File: config.mk
export PLATFORM = sky130hd
export DESIGN_NAME = pfs_synth
export DESIGN_NICKNAME = d
export VERILOG_FILES = /design/src/pfs_pkg.sv /design/src/pfs_synth.sv /design/src/pfs_edge_sync.sv
export SDC_FILE = /design/constraint.sdc
export NUM_CORES = 1
export LEC_CHECK = 0
export BUFFER_PORTS_ARGS = -buffer_cell sky130_fd_sc_hd__buf_2
export CORE_UTILIZATION = 35
export DETAILED_ROUTE_END_ITERATION = 10
export PLACE_DENSITY = 0.52
export SETUP_SLACK_MARGIN = 0.3
export SKIP_LAST_GASP = 1
export SYNTH_ARGS = -nofsm -noshare
export SYNTH_HDL_FRONTEND = slang
export SYNTH_SLANG_ARGS = --single-unit
File: constraint.sdc
create_clock -name pclk -period 7.7 [get_ports pclk]
set_clock_uncertainty 0.05 [all_clocks]
set_input_delay 0.385 -clock pclk [delete_from_list [all_inputs] [get_ports pclk]]
set_output_delay 0.385 -clock pclk [all_outputs]
set_load 0.05 [all_outputs]
File: src/pfs_pkg.sv
// package for the phase accumulator frequency synthesizer: map, fields, types
package pfs_pkg;

  localparam int unsigned PFS_ACC_W = 20;
  localparam int unsigned PFS_ADDR_W = 8;

  // register byte addresses
  localparam logic [7:0] PFS_OFF_SYNTH_CONTROL = 8'h00;
  localparam logic [7:0] PFS_OFF_SYNTH_CLOCK_CONFIG = 8'h04;
  localparam logic [7:0] PFS_OFF_ACCUM_LOW = 8'h08;
  localparam logic [7:0] PFS_OFF_ACCUM_HIGH = 8'h0c;
  localparam logic [7:0] PFS_OFF_ACCUM_UPPER = 8'h10;
  localparam logic [7:0] PFS_OFF_INCR_LOW = 8'h14;
  localparam logic [7:0] PFS_OFF_INCR_HIGH = 8'h18;
  localparam logic [7:0] PFS_OFF_INCR_UPPER = 8'h1c;
  localparam logic [7:0] PFS_OFF_PERIPH_IRQ_REQUEST_2 = 8'h20;
  localparam logic [7:0] PFS_OFF_PERIPH_IRQ_ENABLE_2 = 8'h24;
  localparam logic [7:0] PFS_OFF_IRQ_CONTROL = 8'h28;

  // synth_control fields
  localparam int unsigned PFS_BIT_MODULE_ENABLE = 7;
  localparam int unsigned PFS_BIT_OUTPUT_STATUS = 5;
  localparam int unsigned PFS_BIT_OUTPUT_POLARITY = 4;
  localparam int unsigned PFS_BIT_PULSE_MODE_SELECT = 0;
  // synth_clock_config fields
  localparam int unsigned PFS_LSB_PULSE_WIDTH_SELECT = 5;
  localparam int unsigned PFS_BIT_PIN_ENABLE = 3;
  localparam int unsigned PFS_LSB_CLOCK_SOURCE_SELECT = 0;
  // interrupt register fields
  localparam int unsigned PFS_BIT_OVERFLOW_IRQ_FLAG = 0;
  localparam int unsigned PFS_BIT_OVERFLOW_IRQ_ENABLE = 0;
  localparam int unsigned PFS_BIT_GLOBAL_IRQ_ENABLE = 7;
  localparam int unsigned PFS_BIT_PERIPHERAL_IRQ_ENABLE = 6;

  // every register clears to zero
  localparam logic [7:0] PFS_RESET_BYTE = 8'h00;
  localparam logic [19:0] PFS_RESET_WORD = 20'h00000;

  // increment transfer lands on this input-clock edge after the low write
  localparam logic [1:0] PFS_INCR_LOAD_EDGES = 2'h2;

  typedef enum logic [1:0] {
    PFS_SRC_FAST_OSC = 2'b00,
    PFS_SRC_FOSC = 2'b01,
    PFS_SRC_LOGIC_CELL = 2'b10,
    PFS_SRC_NONE = 2'b11
  } pfs_source_type;

  typedef struct packed {
    logic module_enable;
    logic output_polarity;
    logic pulse_mode_select;
  } pfs_control_type;

  typedef struct packed {
    logic [2:0] pulse_width_select;
    logic pin_enable;
    pfs_source_type clock_source_select;
  } pfs_clock_config_type;

  typedef struct packed {
    logic global_irq_enable;
    logic peripheral_irq_enable;
  } pfs_irq_control_type;

endpackage : pfs_pkg

File: src/pfs_synth.sv
// phase accumulator frequency synthesizer with apb register access
//
// Functional notes
// RULE1: 20-bit accumulator adds increment each input edge
// RULE2: adder carry out is the overflow event
// RULE3: two-bit select picks fast osc, fosc, logic cell
// RULE4: accumulator readable, writable as three bytes
// RULE5: adder steps only on selected input clock
// RULE6: increment held in low, high, upper registers
// RULE7: enabled low write loads buffer second edge
// RULE8: software writes upper, high before low
// RULE9: disabled increment writes load buffer immediately
// RULE10: increment registers accessible, working buffer hidden
// RULE11: fixed duty mode toggles output per overflow
// RULE12: pulse mode goes active at next edge
// RULE13: three-bit field selects pulse width
// RULE14: pulse width beyond overflow interval undefined
// RULE15: polarity applied after duty or pulse logic
// RULE16: polarity change with interrupts enabled interrupts
// RULE17: output status readable, routed to peripherals, pin
// RULE18: each overflow sets overflow interrupt flag
// RULE19: interrupt needs all four enable bits set
// RULE20: flag stays set until software clears
// RULE21: reset clears every register to zero
// RULE22: runs in sleep, keeps fast osc on
// RULE23: module enable bit turns module on
// RULE24: polarity bit set inverts the output
// RULE25: disabled module holds, no events, inactive output
// RULE26: input clocks synchronised, no overflow lost
`timescale 1ns/1ps
module pfs_synth import pfs_pkg::*; #(
  parameter int unsigned ACC_W = PFS_ACC_W
) (
  input wire logic pclk,
  input wire logic presetn,
  input wire logic psel,
  input wire logic penable,
  input wire logic pwrite,
  input wire logic [PFS_ADDR_W-1:0] paddr,
  input wire logic [31:0] pwdata,
  output logic [31:0] prdata,
  output logic pready,
  output logic pslverr,
  input wire logic internal_fast_osc,
  input wire logic logic_cell_one_output,
  output logic synth_out,
  output logic synth_pin_out,
  output logic synth_pin_oe,
  output logic overflow_irq,
  output logic keep_fast_osc_on
);

  pfs_control_type ctrl_q;
  pfs_clock_config_type clk_cfg_q;
  pfs_irq_control_type irq_ctl_q;
  logic overflow_irq_flag_q;
  logic overflow_irq_enable_q;
  logic [ACC_W-1:0] accum_q;
  logic [ACC_W-1:0] incr_q;
  logic [ACC_W-1:0] incr_buf_q;
  logic [1:0] load_cnt_q;
  logic raw_out_q;
  logic pf_start_q;
  logic [7:0] pf_cnt_q;
  logic out_q;
  logic pready_q;
  logic pslverr_q;
  logic [31:0] prdata_q;
  logic irq_q;
  logic pin_out_q;
  logic pin_oe_q;
  logic keep_osc_q;

  // ---------------- input clock selection ----------------
  logic [1:0] ext_clk;
  logic [1:0] ext_rise;
  logic tick;

  assign ext_clk = {logic_cell_one_output, internal_fast_osc};

  genvar g;
  generate
    for (g = 0; g < 2; g++) begin : g_src
      pfs_edge_sync u_sync ( // [RULE26]
        .pclk(pclk),
        .presetn(presetn),
        .async_in(ext_clk[g]),
        .rise(ext_rise[g])
      );
    end
  endgenerate

  // fosc is pclk itself, so it steps every cycle; the external sources can
  // step at most every other cycle, which bounds them to below pclk/2
  always_comb begin
    case (clk_cfg_q.clock_source_select) // [RULE3]
      PFS_SRC_FAST_OSC: tick = ext_rise[0];
      PFS_SRC_FOSC: tick = 1'b1;
      PFS_SRC_LOGIC_CELL: tick = ext_rise[1];
      PFS_SRC_NONE: tick = 1'b0;
      default: tick = 1'b0;
    endcase
  end

  // ---------------- apb decode ----------------
  logic acc_phase;
  logic wr_en;
  logic rd_en;
  logic addr_ok;
  logic [7:0] wbyte;

  assign acc_phase = psel & penable & pready_q;
  assign wr_en = acc_phase & pwrite;
  assign rd_en = acc_phase & ~pwrite;
  assign wbyte = pwdata[7:0];

  function automatic logic hit(input logic [PFS_ADDR_W-1:0] a, input logic [7:0] off);
    hit = (a == off);
  endfunction : hit

  always_comb begin
    case (paddr)
      PFS_OFF_SYNTH_CONTROL, PFS_OFF_SYNTH_CLOCK_CONFIG, PFS_OFF_ACCUM_LOW,
      PFS_OFF_ACCUM_HIGH, PFS_OFF_ACCUM_UPPER, PFS_OFF_INCR_LOW, PFS_OFF_INCR_HIGH,
      PFS_OFF_INCR_UPPER, PFS_OFF_PERIPH_IRQ_REQUEST_2, PFS_OFF_PERIPH_IRQ_ENABLE_2,
      PFS_OFF_IRQ_CONTROL: addr_ok = 1'b1;
      default: addr_ok = 1'b0;
    endcase
  end

  logic [7:0] ctrl_rd;
  logic [7:0] rd_byte;

  always_comb begin
    ctrl_rd = 8'h00;
    ctrl_rd[PFS_BIT_MODULE_ENABLE] = ctrl_q.module_enable;
    ctrl_rd[PFS_BIT_OUTPUT_STATUS] = out_q; // [RULE17]
    ctrl_rd[PFS_BIT_OUTPUT_POLARITY] = ctrl_q.output_polarity;
    ctrl_rd[PFS_BIT_PULSE_MODE_SELECT] = ctrl_q.pulse_mode_select;
    rd_byte = 8'h00;
    case (paddr)
      PFS_OFF_SYNTH_CONTROL: rd_byte = ctrl_rd;
      PFS_OFF_SYNTH_CLOCK_CONFIG: begin
        rd_byte[PFS_LSB_PULSE_WIDTH_SELECT +: 3] = clk_cfg_q.pulse_width_select;
        rd_byte[PFS_BIT_PIN_ENABLE] = clk_cfg_q.pin_enable;
        rd_byte[PFS_LSB_CLOCK_SOURCE_SELECT +: 2] = clk_cfg_q.clock_source_select;
      end
      PFS_OFF_ACCUM_LOW: rd_byte = accum_q[7:0]; // [RULE4]
      PFS_OFF_ACCUM_HIGH: rd_byte = accum_q[15:8];
      PFS_OFF_ACCUM_UPPER: rd_byte = {4'h0, accum_q[19:16]};
      PFS_OFF_INCR_LOW: rd_byte = incr_q[7:0]; // [RULE10]
      PFS_OFF_INCR_HIGH: rd_byte = incr_q[15:8];
      PFS_OFF_INCR_UPPER: rd_byte = {4'h0, incr_q[19:16]};
      PFS_OFF_PERIPH_IRQ_REQUEST_2: rd_byte[PFS_BIT_OVERFLOW_IRQ_FLAG] = overflow_irq_flag_q;
      PFS_OFF_PERIPH_IRQ_ENABLE_2: rd_byte[PFS_BIT_OVERFLOW_IRQ_ENABLE] = overflow_irq_enable_q;
      PFS_OFF_IRQ_CONTROL: begin
        rd_byte[PFS_BIT_GLOBAL_IRQ_ENABLE] = irq_ctl_q.global_irq_enable;
        rd_byte[PFS_BIT_PERIPHERAL_IRQ_ENABLE] = irq_ctl_q.peripheral_irq_enable;
      end
      default: rd_byte = 8'h00;
    endcase
  end

  // one wait state: pready rises the cycle after the access phase starts
  always_ff @(posedge pclk or negedge presetn) begin
    if (!presetn) begin
      pready_q <= 1'b0;
      pslverr_q <= 1'b0;
      prdata_q <= 32'h00000000;
    end else begin
      pready_q <= psel & penable & ~pready_q;
      pslverr_q <= psel & penable & ~pready_q & ~addr_ok;
      if (psel & penable & ~pready_q & ~pwrite) begin
        prdata_q <= {24'h000000, rd_byte};
      end
    end
  end

  // ---------------- configuration registers ----------------
  always_ff @(posedge pclk or negedge presetn) begin
    if (!presetn) begin // [RULE21]
      ctrl_q <= '0;
      clk_cfg_q <= '0;
      irq_ctl_q <= '0;
      overflow_irq_enable_q <= 1'b0;
    end else if (wr_en) begin
      if (hit(paddr, PFS_OFF_SYNTH_CONTROL)) begin
        ctrl_q.module_enable <= wbyte[PFS_BIT_MODULE_ENABLE]; // [RULE23]
        ctrl_q.output_polarity <= wbyte[PFS_BIT_OUTPUT_POLARITY];
        ctrl_q.pulse_mode_select <= wbyte[PFS_BIT_PULSE_MODE_SELECT];
      end
      if (hit(paddr, PFS_OFF_SYNTH_CLOCK_CONFIG)) begin
        clk_cfg_q.pulse_width_select <= wbyte[PFS_LSB_PULSE_WIDTH_SELECT +: 3]; // [RULE13]
        clk_cfg_q.pin_enable <= wbyte[PFS_BIT_PIN_ENABLE];
        clk_cfg_q.clock_source_select <=
          pfs_source_type'(wbyte[PFS_LSB_CLOCK_SOURCE_SELECT +: 2]);
      end
      if (hit(paddr, PFS_OFF_PERIPH_IRQ_ENABLE_2)) begin
        overflow_irq_enable_q <= wbyte[PFS_BIT_OVERFLOW_IRQ_ENABLE];
      end
      if (hit(paddr, PFS_OFF_IRQ_CONTROL)) begin
        irq_ctl_q.global_irq_enable <= wbyte[PFS_BIT_GLOBAL_IRQ_ENABLE];
        irq_ctl_q.peripheral_irq_enable <= wbyte[PFS_BIT_PERIPHERAL_IRQ_ENABLE];
      end
    end
  end

  // ---------------- increment and its hidden buffer ----------------
  logic incr_wr;
  logic incr_wr_q;

  assign incr_wr = wr_en & (hit(paddr, PFS_OFF_INCR_LOW) | hit(paddr, PFS_OFF_INCR_HIGH) |
                            hit(paddr, PFS_OFF_INCR_UPPER));

  always_ff @(posedge pclk or negedge presetn) begin
    if (!presetn) begin
      incr_q <= PFS_RESET_WORD;
    end else if (wr_en) begin
      if (hit(paddr, PFS_OFF_INCR_LOW)) incr_q[7:0] <= wbyte; // [RULE6]
      if (hit(paddr, PFS_OFF_INCR_HIGH)) incr_q[15:8] <= wbyte;
      if (hit(paddr, PFS_OFF_INCR_UPPER)) incr_q[19:16] <= wbyte[3:0];
    end
  end

  // a transfer pending while another low write arrives restarts the count
  always_ff @(posedge pclk or negedge presetn) begin
    if (!presetn) begin
      load_cnt_q <= 2'h0;
    end else if (!ctrl_q.module_enable) begin
      load_cnt_q <= 2'h0;
    end else if (wr_en && hit(paddr, PFS_OFF_INCR_LOW)) begin
      load_cnt_q <= PFS_INCR_LOAD_EDGES; // [RULE7]
    end else if (tick && load_cnt_q != 2'h0) begin
      load_cnt_q <= load_cnt_q - 2'h1;
    end
  end

  // working buffer has no read path; it only feeds the adder
  always_ff @(posedge pclk or negedge presetn) begin
    if (!presetn) begin
      incr_wr_q <= 1'b0;
      incr_buf_q <= PFS_RESET_WORD;
    end else begin
      // disabled copy waits a cycle so the byte just written is already in incr_q
      incr_wr_q <= incr_wr; // [RULE9]
      if (ctrl_q.module_enable ? (tick && load_cnt_q == 2'h1) : incr_wr_q) begin // [RULE7]
        incr_buf_q <= incr_q;
      end
    end
  end

  // ---------------- accumulator ----------------
  logic [ACC_W:0] sum;
  logic carry_event;

  assign sum = {1'b0, accum_q} + {1'b0, incr_buf_q}; // [RULE1]
  assign carry_event = ctrl_q.module_enable & tick & sum[ACC_W]; // [RULE2] [RULE25]

  // a software byte write wins over an addition in the same cycle
  always_ff @(posedge pclk or negedge presetn) begin
    if (!presetn) begin
      accum_q <= PFS_RESET_WORD;
    end else if (wr_en && hit(paddr, PFS_OFF_ACCUM_LOW)) begin
      accum_q[7:0] <= wbyte; // [RULE4]
    end else if (wr_en && hit(paddr, PFS_OFF_ACCUM_HIGH)) begin
      accum_q[15:8] <= wbyte;
    end else if (wr_en && hit(paddr, PFS_OFF_ACCUM_UPPER)) begin
      accum_q[19:16] <= wbyte[3:0];
    end else if (ctrl_q.module_enable && tick) begin // [RULE5] [RULE22]
      accum_q <= sum[ACC_W-1:0];
    end
  end

  // ---------------- duty / pulse shaping ----------------
  logic [7:0] pf_width;

  assign pf_width = 8'h01 << clk_cfg_q.pulse_width_select; // [RULE13]

  // widths longer than the overflow interval give an undefined shape [RULE14]
  always_ff @(posedge pclk or negedge presetn) begin
    if (!presetn) begin
      raw_out_q <= 1'b0;
      pf_start_q <= 1'b0;
      pf_cnt_q <= 8'h00;
    end else if (!ctrl_q.module_enable) begin
      raw_out_q <= 1'b0; // [RULE25]
      pf_start_q <= 1'b0;
      pf_cnt_q <= 8'h00;
    end else if (!ctrl_q.pulse_mode_select) begin
      pf_start_q <= 1'b0;
      pf_cnt_q <= 8'h00;
      if (carry_event) raw_out_q <= ~raw_out_q; // [RULE11]
    end else begin
      if (carry_event) begin
        pf_start_q <= 1'b1;
      end else if (tick) begin
        pf_start_q <= 1'b0;
      end
      if (tick && pf_start_q) begin
        raw_out_q <= 1'b1; // [RULE12]
        pf_cnt_q <= pf_width;
      end else if (tick && pf_cnt_q != 8'h00) begin
        pf_cnt_q <= pf_cnt_q - 8'h01;
        if (pf_cnt_q == 8'h01) raw_out_q <= 1'b0;
      end
    end
  end

  logic out_d;

  assign out_d = raw_out_q ^ ctrl_q.output_polarity; // [RULE15] [RULE24]

  always_ff @(posedge pclk or negedge presetn) begin
    if (!presetn) begin
      out_q <= 1'b0;
      pin_out_q <= 1'b0;
      pin_oe_q <= 1'b0;
    end else begin
      out_q <= out_d; // [RULE17]
      pin_out_q <= out_d;
      pin_oe_q <= clk_cfg_q.pin_enable;
    end
  end

  // ---------------- interrupt ----------------
  logic pol_change;
  logic irq_enabled;

  assign irq_enabled = ctrl_q.module_enable & overflow_irq_enable_q &
                       irq_ctl_q.peripheral_irq_enable & irq_ctl_q.global_irq_enable;
  assign pol_change = wr_en & hit(paddr, PFS_OFF_SYNTH_CONTROL) & irq_enabled &
                      (wbyte[PFS_BIT_OUTPUT_POLARITY] != ctrl_q.output_polarity); // [RULE16]

  // set wins over a software clear in the same cycle
  always_ff @(posedge pclk or negedge presetn) begin
    if (!presetn) begin
      overflow_irq_flag_q <= 1'b0;
    end else if (carry_event || pol_change) begin
      overflow_irq_flag_q <= 1'b1; // [RULE18]
    end else if (wr_en && hit(paddr, PFS_OFF_PERIPH_IRQ_REQUEST_2)) begin
      overflow_irq_flag_q <= wbyte[PFS_BIT_OVERFLOW_IRQ_FLAG]; // [RULE20]
    end
  end

  always_ff @(posedge pclk or negedge presetn) begin
    if (!presetn) begin
      irq_q <= 1'b0;
      keep_osc_q <= 1'b0;
    end else begin
      irq_q <= overflow_irq_flag_q & irq_enabled; // [RULE19]
      keep_osc_q <= ctrl_q.module_enable &
                    (clk_cfg_q.clock_source_select == PFS_SRC_FAST_OSC); // [RULE22]
    end
  end

  assign prdata = prdata_q;
  assign pready = pready_q;
  assign pslverr = pslverr_q;
  assign synth_out = out_q;
  assign synth_pin_out = pin_out_q;
  assign synth_pin_oe = pin_oe_q;
  assign overflow_irq = irq_q;
  assign keep_fast_osc_on = keep_osc_q;

endmodule : pfs_synth

File: src/pfs_edge_sync.sv
// synchroniser and rising-edge detector for one external clock source
`timescale 1ns/1ps
module pfs_edge_sync (
  input wire logic pclk,
  input wire logic presetn,
  input wire logic async_in,
  output logic rise
);
  logic meta_q;
  logic sync_q;
  logic last_q;

  // meta_q feeds only sync_q
  always_ff @(posedge pclk or negedge presetn) begin
    if (!presetn) begin
      meta_q <= 1'b0;
      sync_q <= 1'b0;
      last_q <= 1'b0;
    end else begin
      meta_q <= async_in;
      sync_q <= meta_q;
      last_q <= sync_q;
    end
  end

  assign rise = sync_q & ~last_q;
endmodule : pfs_edge_sync

==> run summary <==
Synthesis
- dominant cells by area after synthesis: sky130_fd_sc_hd__dfrtp_1 43%, sky130_fd_sc_hd__mux2_2 9.0%, sky130_fd_sc_hd__ha_1 5.1%
- top cells by count, synth: 106 x sky130_fd_sc_hd__dfrtp_1, 50 x sky130_fd_sc_hd__nand2_1, 49 x sky130_fd_sc_hd__mux2_2
- most used standard cell by instance count after synthesis: sky130_fd_sc_hd__dfrtp_1
- Post-synth EDFFs: 0
- Syn Inst Count: 613
- sequential element share of the synthesized area: 43.1%
- number of library cell types mapped by synthesis: 64
- fraction of synthesized cell area taken by the top area cell type: 43.1%
- area of the mapped netlist: 6150 µm²
- number of warnings issued by yosys: 0
- ys flop type: sky130_fd_sc_hd__dfrtp_1
- cell accounting for the most synthesized area: sky130_fd_sc_hd__dfrtp_1
- Avg Cell Area, Syn: 10.0 µm²
- number of synthesized register bits: 106
- Synth async-reset ratio: 100%

Layout
- multi-input logic area: 3240 µm²
- number of fill cells: 1706
- ant diodes: 0
- synthesis-to-layout area growth: 10.6%
- Sequential Area: 2650 µm²
- count of nets after finishing: 715
- share of layout cells above drive strength 1: 18.0%

Clocking
- CTS tree: built
- CTS root buf: sky130_fd_sc_hd__clkbuf_16
- level count of the clock H-tree: 3
- insertion delay to the later sink of the worst-skew pair: 0.35 ns
- post-CTS repair timing setup buffer count: 0
- total number of clock tree sinks: 106
- cts bufs inserted: 9
- maximum buffer depth of the clock tree: 2
- number of hold buffers added after cts: 0
- number of gates resized after cts: 0
- Clock transition at path regs: 0.07 ns

Timing
- Post-Route Hold Slack: -0.00494 ns
- max-slew headroom at the worst pin: 27.0%
- RSZ-0062 raised after global routing: false
- Sum Neg Setup Slack: 0 ns
- number of endpoints with negative hold slack in the final report: 16
- achievable frequency: 0.340 GHz
- pins over their slew limit: 0
- share of the cycle needed by the critical path after routing: 38.2%
- setup violators final: 0
- Final Critical Period: 2.94 ns
- Tightest Pin Transition: 1.09 ns

Setup path
- worst path arrival time: 3.16 ns
- CP Data Required Time: 7.92 ns
- CP Class: register to register
- crit path launch type: register
- Max Fanout on Critical Path: 4
- Critical Path End Type: register

Floorplan
- Chip Width: 135 µm
- Die ar.: 18100 µm²
- effective utilization at floorplan: 35.7%
- Die H: 135 µm
- count of standard-cell rows: 48
- I/O pin total: 86
- Core Footprint: 17200 µm²

Place
- Detail Placement HPWL: 12600 µm
- final weighted congestion of routability-driven global placement: 0.863
- count of port buffers added during placement: 37

Detailed routing
- drt first pass iters: 5
- post-DR vias/cell: 5.57
- average routed wire per standard cell: 19.7 µm
- final antenna-violating net count: 0
- WL final: 17200 µm
- Post-route DRC: 0
- First DRT Iteration DRCs: 423
- via count of the routed design: 4850

Global routing
- first-pass GRT wire length: 27100 µm
- final global-route overflow total: 0
- total routing resource utilization after global routing: 20.0%
- maximum number of pins on one net before global-route repair: 60
- number of antenna violations at the first check in global routing: 0
- number of global-route vias before repair: 4626

Power and ir drop
- leakage power of the design: 3.17 nW
- total power: 1.22 mW
- Pwr Density: 179 nW/µm²
- IR Drop Worst-Case VDD: 0.162 mV

Outcome
- violations in the final reports: negative hold slack
- outcome: finished, violations left

Run
- number of max-cap violations: 0

Hold path
- HP Class: primary input to async pin

cell type report:
| type | instances | share of cell area [%] |
|---|---|---|
| Inverter | 18 | 0.993 |
| Tap cell | 225 | 4.14 |
| Clock buffer | 9 | 3.31 |
| Clock inverter | 6 | 1.67 |
| Multi-Input combinational cell | 466 | 47.7 |
| Timing Repair Buffer | 41 | 3.20 |
| Sequential cell | 106 | 39.0 |
cells by family after synthesis:
kind of cell | Yosys count | share of synthesized area [%]
DFF | 106 | 43.1
AOI/OAI and AO/OA | 163 | 17.6
and+or+nand+nor | 171 | 14.0
other | 1 | 0.0610
adders and majority gates | 26 | 5.41
buffers and inverters | 64 | 5.62
muxes | 62 | 11.4
xor gates and xnor gates | 20 | 2.85
flip-flops by register name, indices dropped and copies added (netlist names):
name                   cells
pready                     1
overflow_irq               1
incr_buf_q                20
synth_pin_oe               1
incr_wr_q                  1
prdata                     8
pslverr                    1
clk_cfg_q                  6
g_src.u_sync.last_q        2
incr_q                    20
overflow_irq_flag_q        1
pf_cnt_q                   8
synth_pin_out              1
load_cnt_q                 2
raw_out_q                  1
pf_start_q                 1
g_src.u_sync.sync_q        2
g_src.u_sync.meta_q        2
irq_ctl_q                  2
keep_fast_osc_on           1
accum_q                   20
ctrl_q                     3
overflow_irq_enable_q      1
path summary, 6_finish.rpt:
kind / start / endpoint / slack, ns / cells after the start
max in group asynchronous: presetn / incr_q[19] / 6.40 / 2
worst min-delay path: presetn / incr_buf_q[2] / -0.005 / 1
worst max register to register: accum_q[0] / pf_start_q / 4.76 / 10
worst min register to register: g_src[0].u_sync.meta_q / g_src[0].u_sync.sync_q / 0.30 / 0
min in group pclk: logic_cell_one_output / g_src[1].u_sync.meta_q / 0.08 / 1
worst max-delay path: accum_q[0] / pf_start_q / 4.76 / 10
where the power goes:
| part | leakage [nW] | internal (mW) | total [mW] | switching [mW] |
|---|---|---|---|---|
| clock network | 0.158 | 0.317 | 0.531 | 0.214 |
| logic | 1.61 | 0.0218 | 0.114 | 0.0925 |
| registers | 1.40 | 0.566 | 0.573 | 0.00680 |
stage by stage:
| step | cell area [µm²] | util [%] | setup slack [ns] | std cells |
|---|---|---|---|---|
| finish | 6800 | 39.5 | 4.76 | 871 |
| global route | 6800 | 39.5 | 4.58 | 871 |
| CTS | 6800 | 39.5 | 4.72 | 871 |
| detailed placement | 6460 | 37.5 | 4.57 | 856 |
| global placement | 6460 | 37.5 | 4.59 | 856 |
| floorplan | 6230 | - | 5.27 | 636 |
worst max-delay path, cell delays in order, from the launching register on:
cell                        delay [ns]
sky130_fd_sc_hd__dfrtp_1          0.40
sky130_fd_sc_hd__ha_1             0.22
sky130_fd_sc_hd__inv_1            0.07
sky130_fd_sc_hd__fa_1             0.41
sky130_fd_sc_hd__nor2b_1          0.17
sky130_fd_sc_hd__o2111ai_1        0.16
sky130_fd_sc_hd__a21oi_1          0.34
sky130_fd_sc_hd__a221o_1          0.28
sky130_fd_sc_hd__a31oi_2          0.18
sky130_fd_sc_hd__or3_1            0.43
sky130_fd_sc_hd__a21oi_1          0.14
per-layer routing:
metal	vias up	part of all wire, %	track usage, %
met4	0	1.1	4.99
li1	2261	-	-
met5	-	0	0
met3	13	5.3	3.08
met2	160	45	30.9
met1	2416	48	29.0
placed cells by master (no fill, tap or decap), drive strengths merged, types with 4 or more instances in the layout:
master / netlist / routed
dfrtp: 106 / 106
nand2: 51 / 51
mux2: 49 / 49
nor2: 45 / 45
buf: 31 / 41
a21oi: 40 / 40
o21ai: 34 / 34
ha: 25 / 25
conb: 1 / 24
inv: 18 / 19
a22oi: 17 / 17
nand3: 13 / 13
mux2i: 12 / 12
nor3: 11 / 11
xor2: 10 / 10
xnor2: 10 / 10
and3: 9 / 9
o21a: 9 / 9
clkbuf: 15 / 9
and2: 8 / 8
a21o: 8 / 8
a31oi: 8 / 8
nand4: 7 / 7
o22ai: 7 / 7
o2111ai: 5 / 5
a22o: 5 / 5
nor2b: 4 / 4
a211oi: 4 / 4
nand4b: 4 / 4
nor4: 4 / 4
Note: power is estimated with default switching activity, not from simulation.
